===== src/btcc_regs.svh =====
// constants for the basic timer capture/compare block
`ifndef BTCC_REGS_SVH
`define BTCC_REGS_SVH
`define BTCC_CNT_W 16
`define BTCC_NUM_CH 2
`define BTCC_PRE_W 3
`define BTCC_CNT_RST 16'h0000
`define BTCC_CNT_MAX 16'hffff
`define BTCC_CNT_ONE 16'h0001
`endif


===== src/btcc_pkg.sv =====
// types for the basic timer capture/compare block
package btcc_pkg;
  typedef enum logic [1:0] {
    EDGE_OFF = 2'b00,
    EDGE_RISE = 2'b01,
    EDGE_FALL = 2'b10,
    EDGE_ANY = 2'b11
  } btcc_edge_e;
  typedef enum logic [1:0] {
    CMP_NONE = 2'b00,
    CMP_TOGGLE = 2'b01,
    CMP_CLEAR = 2'b10,
    CMP_SET = 2'b11
  } btcc_cmp_e;
endpackage


===== src/btcc_prescaler.sv =====
// prescaler producing the counter tick from the bus clock
`timescale 1ns/100ps
`include "btcc_regs.svh"
module btcc_prescaler (
  // clock and reset
  input wire logic clk_i,
  input wire logic rst_n_i,
  // control
  input wire logic run_i,
  input wire logic [`BTCC_PRE_W-1:0] pre_sel_i,
  // tick
  output logic tick_o
);
  logic [6:0] div_ff;
  logic [6:0] nxt_div;
  logic [6:0] mask;

  // divide by 2**pre_sel: tick when all selected low bits are ones
  always_comb
  begin
    mask = 7'((8'h01 << pre_sel_i) - 8'h01);
    nxt_div = run_i ? div_ff + 7'h01 : div_ff;
  end

  always_ff @(posedge clk_i or negedge rst_n_i)
  begin
    if (!rst_n_i)
      div_ff <= 7'h00;
    else
      div_ff <= nxt_div;
  end

  assign tick_o = run_i && ((div_ff & mask) == mask);
endmodule // btcc_prescaler


===== src/btcc_timer.sv =====
// 16-bit timer with two input capture / output compare channels
`timescale 1ns/100ps
`include "btcc_regs.svh"
// Function
// RULE1: 16-bit up-counter clocked from bus clock through programmable prescaler.
// RULE2: two identical channels, each capture or compare.
// RULE3: capture latches counter on selected edge of channel input.
// RULE4: compare changes output or flags delay when counter matches value.
// RULE5: software accesses counter and channel values as whole words.
// RULE6: in stop state counting does not advance.
// RULE7: in freeze counting pauses only if freeze halt select is one.
// RULE8: in wait counting pauses only if wait halt select is set.
// RULE9: normal counting advances only while run enable is one.
// RULE10: counter wraps from maximum to zero and continues.
module btcc_timer (
  // clock and reset
  input wire logic clk_i,
  input wire logic rst_n_i,
  // system state
  input wire logic stop_i,
  input wire logic freeze_i,
  input wire logic wait_i,
  // control bits of timer_system_control_one
  input wire logic counter_run_enable_i,
  input wire logic freeze_halt_select_i,
  input wire logic wait_halt_select_i,
  input wire logic [`BTCC_PRE_W-1:0] pre_sel_i,
  // channel configuration
  input wire logic [`BTCC_NUM_CH-1:0] ch_is_cmp_i,
  input wire btcc_pkg::btcc_edge_e ch_edge_i [`BTCC_NUM_CH],
  input wire btcc_pkg::btcc_cmp_e ch_act_i [`BTCC_NUM_CH],
  input wire logic [`BTCC_CNT_W-1:0] ch_cmp_val_i [`BTCC_NUM_CH],
  input wire logic [`BTCC_NUM_CH-1:0] ch_flag_clr_i,
  // channel pins
  input wire logic [`BTCC_NUM_CH-1:0] ch_pin_i,
  output logic [`BTCC_NUM_CH-1:0] ch_pin_o,
  output logic [`BTCC_NUM_CH-1:0] ch_pin_oe_n_o,
  // status
  output logic [`BTCC_CNT_W-1:0] count_o,
  output logic [`BTCC_CNT_W-1:0] ch_cap_o [`BTCC_NUM_CH],
  output logic [`BTCC_NUM_CH-1:0] ch_flag_o
);
  logic run;
  logic tick;
  logic [`BTCC_CNT_W-1:0] cnt_ff;
  logic [`BTCC_NUM_CH-1:0] pin_prev_ff;
  logic prev_ok_ff;
  logic [`BTCC_NUM_CH-1:0] hit;
  logic [`BTCC_NUM_CH-1:0] cap_ev;

  function automatic logic edge_hit(input btcc_pkg::btcc_edge_e sel,
                                    input logic prev, input logic cur);
    case (sel)
      btcc_pkg::EDGE_RISE: edge_hit = !prev && cur;
      btcc_pkg::EDGE_FALL: edge_hit = prev && !cur;
      btcc_pkg::EDGE_ANY: edge_hit = prev != cur;
      default: edge_hit = 1'b0;
    endcase
  endfunction

  // RULE6 RULE7 RULE8 RULE9: run gating
  assign run = counter_run_enable_i && !stop_i && !(freeze_i && freeze_halt_select_i)
               && !(wait_i && wait_halt_select_i);

  // RULE1: prescaled tick
  btcc_prescaler u_pre (
    .clk_i(clk_i),
    .rst_n_i(rst_n_i),
    .run_i(run),
    .pre_sel_i(pre_sel_i),
    .tick_o(tick)
  );

  // RULE10: natural 16-bit wrap
  always_ff @(posedge clk_i or negedge rst_n_i)
  begin
    if (!rst_n_i)
      cnt_ff <= `BTCC_CNT_RST;
    else if (tick)
      cnt_ff <= cnt_ff + `BTCC_CNT_ONE;
  end

  // RULE5: whole-word view, updated in one edge
  always_ff @(posedge clk_i or negedge rst_n_i)
  begin
    if (!rst_n_i)
      count_o <= `BTCC_CNT_RST;
    else
      count_o <= cnt_ff;
  end

  always_ff @(posedge clk_i or negedge rst_n_i)
  begin
    if (!rst_n_i)
    begin
      pin_prev_ff <= '0;
      prev_ok_ff <= 1'b0;
    end
    else
    begin
      pin_prev_ff <= ch_pin_i;
      prev_ok_ff <= 1'b1;
    end
  end

  always_comb
  begin
    for (int i = 0; i < `BTCC_NUM_CH; i++)
    begin
      // compare fires once per counter step landing on the value
      hit[i] = ch_is_cmp_i[i] && tick && ((cnt_ff + `BTCC_CNT_ONE) == ch_cmp_val_i[i]);
      // history is unknown right after reset: a pin idling high must not look like an edge
      cap_ev[i] = prev_ok_ff && !ch_is_cmp_i[i]
                  && edge_hit(ch_edge_i[i], pin_prev_ff[i], ch_pin_i[i]);
    end
  end

  // RULE3: capture timestamps
  always_ff @(posedge clk_i or negedge rst_n_i)
  begin
    if (!rst_n_i)
    begin
      for (int i = 0; i < `BTCC_NUM_CH; i++)
        ch_cap_o[i] <= `BTCC_CNT_RST;
    end
    else
    begin
      for (int i = 0; i < `BTCC_NUM_CH; i++)
        if (cap_ev[i])
          ch_cap_o[i] <= cnt_ff;
    end
  end

  // RULE2: event flags, set wins over clear
  always_ff @(posedge clk_i or negedge rst_n_i)
  begin
    if (!rst_n_i)
      ch_flag_o <= '0;
    else
      ch_flag_o <= (ch_flag_o & ~ch_flag_clr_i) | hit | cap_ev;
  end

  // RULE4: output action on match
  always_ff @(posedge clk_i or negedge rst_n_i)
  begin
    if (!rst_n_i)
    begin
      ch_pin_o <= '0;
      ch_pin_oe_n_o <= '1;
    end
    else
    begin
      for (int i = 0; i < `BTCC_NUM_CH; i++)
      begin
        ch_pin_oe_n_o[i] <= !(ch_is_cmp_i[i] && ch_act_i[i] != btcc_pkg::CMP_NONE);
        if (hit[i])
        begin
          case (ch_act_i[i])
            btcc_pkg::CMP_TOGGLE: ch_pin_o[i] <= !ch_pin_o[i];
            btcc_pkg::CMP_CLEAR: ch_pin_o[i] <= 1'b0;
            btcc_pkg::CMP_SET: ch_pin_o[i] <= 1'b1;
            default: ch_pin_o[i] <= ch_pin_o[i];
          endcase
        end
      end
    end
  end

  // RULE9: no advance while disabled
  property p_hold_off;
    @(posedge clk_i) disable iff (!rst_n_i)
      !counter_run_enable_i |=> cnt_ff == $past(cnt_ff);
  endproperty
  a_hold_off: assert property (p_hold_off) else $error("counter moved while disabled"); // RULE9

  // RULE6: stop holds counter
  property p_stop;
    @(posedge clk_i) disable iff (!rst_n_i)
      stop_i |=> cnt_ff == $past(cnt_ff);
  endproperty
  a_stop: assert property (p_stop) else $error("counter moved in stop"); // RULE6

  // RULE7: freeze halt
  property p_frz;
    @(posedge clk_i) disable iff (!rst_n_i)
      freeze_i && freeze_halt_select_i |=> cnt_ff == $past(cnt_ff);
  endproperty
  a_frz: assert property (p_frz) else $error("counter moved in freeze halt"); // RULE7

  // RULE8: wait halt
  property p_wai;
    @(posedge clk_i) disable iff (!rst_n_i)
      wait_i && wait_halt_select_i |=> cnt_ff == $past(cnt_ff);
  endproperty
  a_wai: assert property (p_wai) else $error("counter moved in wait halt"); // RULE8

  // RULE1: divide by one counts each cycle
  property p_div1;
    @(posedge clk_i) disable iff (!rst_n_i)
      run && pre_sel_i == '0 |=> cnt_ff == $past(cnt_ff) + `BTCC_CNT_ONE;
  endproperty
  a_div1: assert property (p_div1) else $error("counter missed a step"); // RULE1

  // RULE10: wrap to zero
  property p_wrap;
    @(posedge clk_i) disable iff (!rst_n_i)
      tick && cnt_ff == `BTCC_CNT_MAX |=> cnt_ff == `BTCC_CNT_RST;
  endproperty
  a_wrap: assert property (p_wrap) else $error("counter did not wrap"); // RULE10

  // RULE3: capture value
  property p_cap;
    @(posedge clk_i) disable iff (!rst_n_i)
      cap_ev[0] |=> ch_cap_o[0] == $past(cnt_ff) && ch_flag_o[0];
  endproperty
  a_cap: assert property (p_cap) else $error("capture value wrong"); // RULE3

  // RULE4: set action drives high
  property p_cmp;
    @(posedge clk_i) disable iff (!rst_n_i)
      hit[1] && ch_act_i[1] == btcc_pkg::CMP_SET |=> ch_pin_o[1] && ch_flag_o[1];
  endproperty
  a_cmp: assert property (p_cmp) else $error("compare action missing"); // RULE4

  // RULE2: flag not lost on clear
  property p_flag;
    @(posedge clk_i) disable iff (!rst_n_i)
      hit[0] && ch_flag_clr_i[0] |=> ch_flag_o[0];
  endproperty
  a_flag: assert property (p_flag) else $error("flag lost on clear"); // RULE2
endmodule // btcc_timer


===== config.mk =====
export PLATFORM = sky130hd
export DESIGN_NAME = btcc_timer
export DESIGN_NICKNAME = d
export VERILOG_FILES = /design/src/btcc_pkg.sv /design/src/btcc_prescaler.sv /design/src/btcc_timer.sv
export VERILOG_INCLUDE_DIRS = /design/src
export SDC_FILE = /design/constraint.sdc
export NUM_CORES = 1
export LEC_CHECK = 0
export BUFFER_PORTS_ARGS = -buffer_cell sky130_fd_sc_hd__buf_2
export CAP_MARGIN = 15
export CELL_PAD_IN_SITES_DETAIL_PLACEMENT = 0
export CELL_PAD_IN_SITES_GLOBAL_PLACEMENT = 1
export CORE_MARGIN = 2
export CORE_UTILIZATION = 37
export DETAILED_ROUTE_END_ITERATION = 12
export HOLD_SLACK_MARGIN = 0.02
export PLACE_DENSITY_LB_ADDON = 0.2
export SYNTH_ARGS = -nofsm -noshare
export SYNTH_HDL_FRONTEND = slang
export SYNTH_HIERARCHICAL = 1
export SYNTH_SLANG_ARGS = --single-unit

===== constraint.sdc =====
create_clock -name clk_i -period 4.2 [get_ports clk_i]
set_input_delay 0.42 -clock clk_i [delete_from_list [all_inputs] [get_ports clk_i]]
set_output_delay 0.42 -clock clk_i [all_outputs]
set_load 0.02 [all_outputs]

==> results.ini, run 1 <==
[outcome]
outcome = finished clean

[sta]
report.final.slew_viol_count = 0
min_period_over_period = 0.717
period_needed_ns = 3.01
setup_violations = 0
max_freq_mhz = 332
final.setup_skew_ns = 0.00747
finalHoldViolations = 0
rsz0062_at_grt = false
relSlewSlack = 0.324
finalSetupTns_ns = 0
worst_pin_slew_ns = 1.01

[routing]
drt_iter0_markers = 123
dr.pass1.iters = 4
avgRoutedWirePerCell_um = 16.5
route.vias.total = 3169
final_antenna_net_count = 0
drc_errors = 0
vias_per_cell = 5.05
drt-total-wl_mm = 10.3

[grt]
grt_antenna_before_repair = 0
grt_pass1_wl_mm = 17.1
use_met1 = 0.238
grt_max_degree = 81
grt-busiest-layer = met2
grt_overflow = 0
gr-usage-met2 = 0.284
grt_usage = 0.177
use_met3 = 0.0405
grt_pass1_vias = 3235

[clock_network]
cts_resized = 0
cts_setup_buffers = 0
cts_sinks = 80
clkTransAtPathRegs_ns = 0.06
cts_buffer_depth = 2
root_buffer = clkbuf_16
htree_levels = 3
clk_latency_ns = 0.34
cts_tree = done
cts_buffers = 9
ctsHoldBuffers = 0

[hold_path]
worstHoldPathType = in -> reg

[setup_path]
end_kind = flip-flop
crit_slowest_cell = dfrtp_1
worstSetupPathType = reg -> reg
startpoint_type = flip-flop
critPathTopFamily = simple AND/OR/NAND/NOR gates
path_buf_inv = 0
critPathMaxStageDelay_ns = 0.53
crit_required_ns = 4.40
crit_path_cell_trace = ha_1 > nand4_1 > o21ai_0 > o31ai_1 > nor4b_1 > nand4b_1 > nor3_1 > a2bb2oi_1
crit_fanout = 12
arrival_ns = 3.22

[floorplanning]
die_x_um = 111
io_pins = 111
die_h_um = 111
fp.dieArea_mm2 = 0.0123
start_util = 0.375
fp-row-count = 39
fp.coreArea_mm2 = 0.0113

[synth]
synth-seq-cells = 80
ys_seq_area_frac = 0.474
async_flop_share = 1.00
synth_ff_type = dfrtp_1
yosys_warnings = 6
syn-instance-count = 380
synthesis.area_mm2 = 0.00423
synth-edff-count = 0
synthesis.nets = 443
syn_area_per_cell_um2 = 11.1
synth.distinct_cells = 56

[final_layout]
final_cell_mix = 109 x buf_2, 78 x dfrtp_1, 45 x xnor2_1
post_route_cells_drive_above_1_share = 0.369
area_delta_synth_final_pct = 22.3
fin_nets = 543
postLayoutCellArea_mm2 = 0.00517
n_antenna_cell = 0
final_common_cell = buf_2
fillCellCount = 1104

[run]
max-cap-violations = 0

[power]
irDropWorstVdd_v = 0.000250
power_density_mw_per_mm2 = 394
power.leakage_nw = 2.57

[placement]
io_buffer_count = 110
place_area_mm2 = 0.00487
gp_congestion = 0.849
dpl.hpwl_mm = 7.45

registers in the layout (all words and copies together) (netlist names):
signal         flops
ch_pin_o           2
ch_pin_oe_n_o      2
u_pre/div_ff       7
ch_flag_o          2
pin_prev_ff        2
prev_ok_ff         1
cnt_ff            16
count_o           16
ch_cap_o          32
Yosys cell counts, types with 3 or more instances:
master,number,area [um^2]
nand2_1,26,97.6
xor2_1,17,149
buf_2,7,35.0
and2_1,6,37.5
nand2b_1,4,25.0
xnor2_1,45,394
nor4_4,3,63.8
nand4_1,15,93.8
nor2b_1,3,18.8
and3_1,4,25.0
mux2i_1,5,50.1
nand3_1,6,30.0
dfrtp_1,78,1950
nor3_1,6,30.0
ha_1,6,75.1
buf_4,4,30.0
nor3b_1,8,60.1
inv_1,15,56.3
and4_1,3,26.3
a21oi_1,12,60.1
buf_1,3,11.3
mux2_2,34,383
nor2_1,8,30.0
clkbuf_1,8,30.0
o21ai_0,13,65.1
stage by stage:
stage	total power, mW	std cells	util	setup WS [ns]	hold WS [ns]
floorplan	1.14	380	-	1.66	0.124
global placement	1.27	612	0.432	1.38	0.460
detailed placement	1.28	612	0.432	1.26	0.458
CTS	2.07	628	0.458	1.24	0.215
global route	2.14	628	0.458	0.949	0.211
finish	2.03	628	0.458	1.19	0.222
routing by layer:
metal  vias to the layer above  share of wire
met4                         0          0.012
met3                         9          0.048
met2                        84           0.47
met5                         -              0
li1                       1532              -
met1                      1544           0.47
cell type report:
cell class                      instances  area, um^2  area share
Inverter                               15        56.3      0.0109
Sequential cell                        80        2000       0.388
Clock inverter                          7        71.3      0.0138
Timing Repair Buffer                  113         576       0.111
Clock buffer                            9         225      0.0436
Tap cell                              143         179      0.0346
Multi-Input combinational cell        261        2050       0.398
cell families after synthesis:
kind of cell               count (synthesis)  synth area share
AOI/OAI and AO/OA                         47            0.0749
adders and majority gates                  6            0.0178
buffers and inverters                     39            0.0409
and+or+nand+nor                          106             0.160
DFF                                       80             0.474
xor gates and xnor gates                  62             0.129
muxes                                     39             0.102
other                                      1          0.000888
where the power goes:
part	switching (mW)	internal, mW
clock network	0.314	0.461
logic	0.186	0.151
registers	0.0801	0.842
worst reg2reg max path: stages, from the launching register on:
cell       delay [ns]
dfrtp_1          0.53
ha_1             0.48
nand4_1          0.39
o21ai_0          0.31
o31ai_1          0.11
nor4b_1          0.43
nand4b_1         0.24
nor3_1           0.30
a2bb2oi_1        0.10
final timing paths:
path / from / end / slack [ns] / cells past startpoint
setup / recovery: cnt_ff[0] / ch_pin_o[1] / 1.19 / 8
hold / removal: ch_pin_i[1] / pin_prev_ff[1] / 0.22 / 1
setup reg to reg: cnt_ff[0] / ch_pin_o[1] / 1.19 / 8
hold reg to reg: u_pre/div_ff[6] / u_pre/div_ff[6] / 0.47 / 1
max in group asynchronous: rst_n_i / cnt_ff[11] / 3.29 / 1
min in group asynchronous: rst_n_i / u_pre/div_ff[1] / 0.25 / 1
Power figures use the tool's default switching activity.
==> inputs of run 2 (changes only) <==
clock period = 3.1 ns   (was 4.2 ns; I/O delays follow)
==> run 2 against run 1 <==
Critical path depth did not move. Clock power up 68%. Worst hold slack lost 0.11 ns. Non-clock buffer count up 7. Combinational power rose by 44%. Register-to-register slack lost 0.70 ns. Global-route usage is 0.097 points lower. Clock-buffer cell count rose by 2. First-iteration DRC count rose by 4.9%. Core utilization rose by 1.0 points. Highest routed layer unchanged.
==> results.ini, run 2 (synthesis results as in run 1) <==
[setup_path]
crit_fanout = 9
rr_worst_depth = 8
worstSetupPathType = reg -> reg
startpoint = cnt_ff[0]
r2r_end = ch_pin_o[1]
arrival_ns = 2.83
startpoint_type = flip-flop
crit_required_ns = 3.31
r2r-start = cnt_ff[0]
end_kind = flip-flop
r2r_slack_ns = 0.48

[routing]
drc_errors = 0
drt_iter0_markers = 129
final_antenna_net_count = 0
dr.pass1.iters = 4
drt-total-wl_mm = 10.4
avgRoutedWirePerCell_um = 16.4
vias_per_cell = 4.99
route.vias.total = 3170

[final_layout]
top_regs = ch_cap_o (32), cnt_ff (16), count_o (16)
post_route_cells_drive_above_1_share = 0.374
postLayoutCoreUtil = 0.469
largest_reg_flops = 32
final_common_cell = buf_2
largest-register = ch_cap_o
final_cells = 635
area_delta_synth_final_pct = 25.1
n_antenna_cell = 0
fin_nets = 550
final_cell_mix = 109 x buf_2, 78 x dfrtp_1, 45 x xnor2_1
postLayoutCellArea_mm2 = 0.00528

[clock_network]
cts_buffer_depth = 2
root_buffer = clkbuf_16
htree_levels = 3
clk_latency_ns = 0.34
cts_buffers = 9
cts_tree = done
cts_sinks = 80
cts_resized = 0
clkTransAtPathRegs_ns = 0.06
ctsHoldBuffers = 0
cts_setup_buffers = 0

[floorplanning]
die_x_um = 111
fp.coreArea_mm2 = 0.0113
fp-row-count = 39
die_h_um = 111
start_util = 0.375
fp.dieArea_mm2 = 0.0123
io_pins = 111

[power]
power_density_mw_per_mm2 = 573
power.leakage_nw = 2.63
p_total_mw = 3.03
irDropWorstVdd_v = 0.000292

[sta]
setup_violations = 0
max_freq_mhz = 382
period_needed_ns = 2.62
final.setup_skew_ns = 0.00889
worst_pin_slew_ns = 1.02
fin_ws_ns = 0.484
report.final.slew_viol_count = 0
relSlewSlack = 0.318
finalSetupTns_ns = 0
hold_slack_ns = 0.110
min_period_over_period = 0.844
rsz0062_at_grt = false
finalHoldViolations = 0

[grt]
grt_usage = 0.176
grt_pass1_wl_mm = 17.1
grt_max_degree = 81
grt_pass1_vias = 3311
grt_overflow = 0
grt_antenna_before_repair = 0

[hold_path]
worstHoldPathType = in -> reg
worstHoldEndpoint = pin_prev_ff[1]
min_from = ch_pin_i[1]
hold_depth = 1

[placement]
gp_congestion = 0.846
dp_cells = 619
dpl.hpwl_mm = 7.53
place_area_mm2 = 0.00492
io_buffer_count = 110
dp_slack_ns = 0.207

[run]
max-cap-violations = 0

[outcome]
outcome = finished clean

[run 2: cell types whose count changed in the layout (fill, tap and decap cells not counted), sizes merged]
cell	change
bufinv	+3
clkbuf	+2
buf	+7
inv	-1
clkinv	-4
[run 2: how the worst max path moves through the flow]
stage,end,slack [ns],cells after the start
after global placement,ch_pin_o[1],0.30,12
after global routing,ch_pin_o[1],0.1,8
final,ch_pin_o[1],0.48,8
after floorplan,ch_pin_o[1],0.67,13
after detailed placement,ch_pin_o[1],0.21,12
after CTS,ch_pin_o[1],0.42,8
[run 2: metal layers]
layer / wire length, um / global-route usage
met4: 131 / 0.0483
met1: 4920 / 0.234
met5: 0 / 0
met3: 494 / 0.0459
met2: 4840 / 0.285
[run 2: cell type report]
| type | count | area, um^2 |
|---|---|---|
| Sequential cell | 80 | 2000 |
| Clock buffer | 11 | 233 |
| Multi-Input combinational cell | 261 | 2050 |
| Timing Repair Buffer | 120 | 628 |
| Clock inverter | 5 | 129 |
| Inverter | 15 | 56.3 |
| Fill cell | 1100 | 5990 |
| Tap cell | 143 | 179 |
[run 2: power breakdown]
group / internal [mW] / switching (mW)
sequential: 1.14 / 0.0972
combinational: 0.215 / 0.269
clock: 0.871 / 0.432
total: 2.23 / 0.799
[run 2: critical path: stages (launching register included)]
cell,delay (ns)
dfrtp_1,0.53
ha_1,0.26
nand4_1,0.34
o21ai_0,0.27
o31ai_1,0.10
nor4b_1,0.37
nand4b_1,0.24
nor3_1,0.27
a2bb2oi_1,0.11
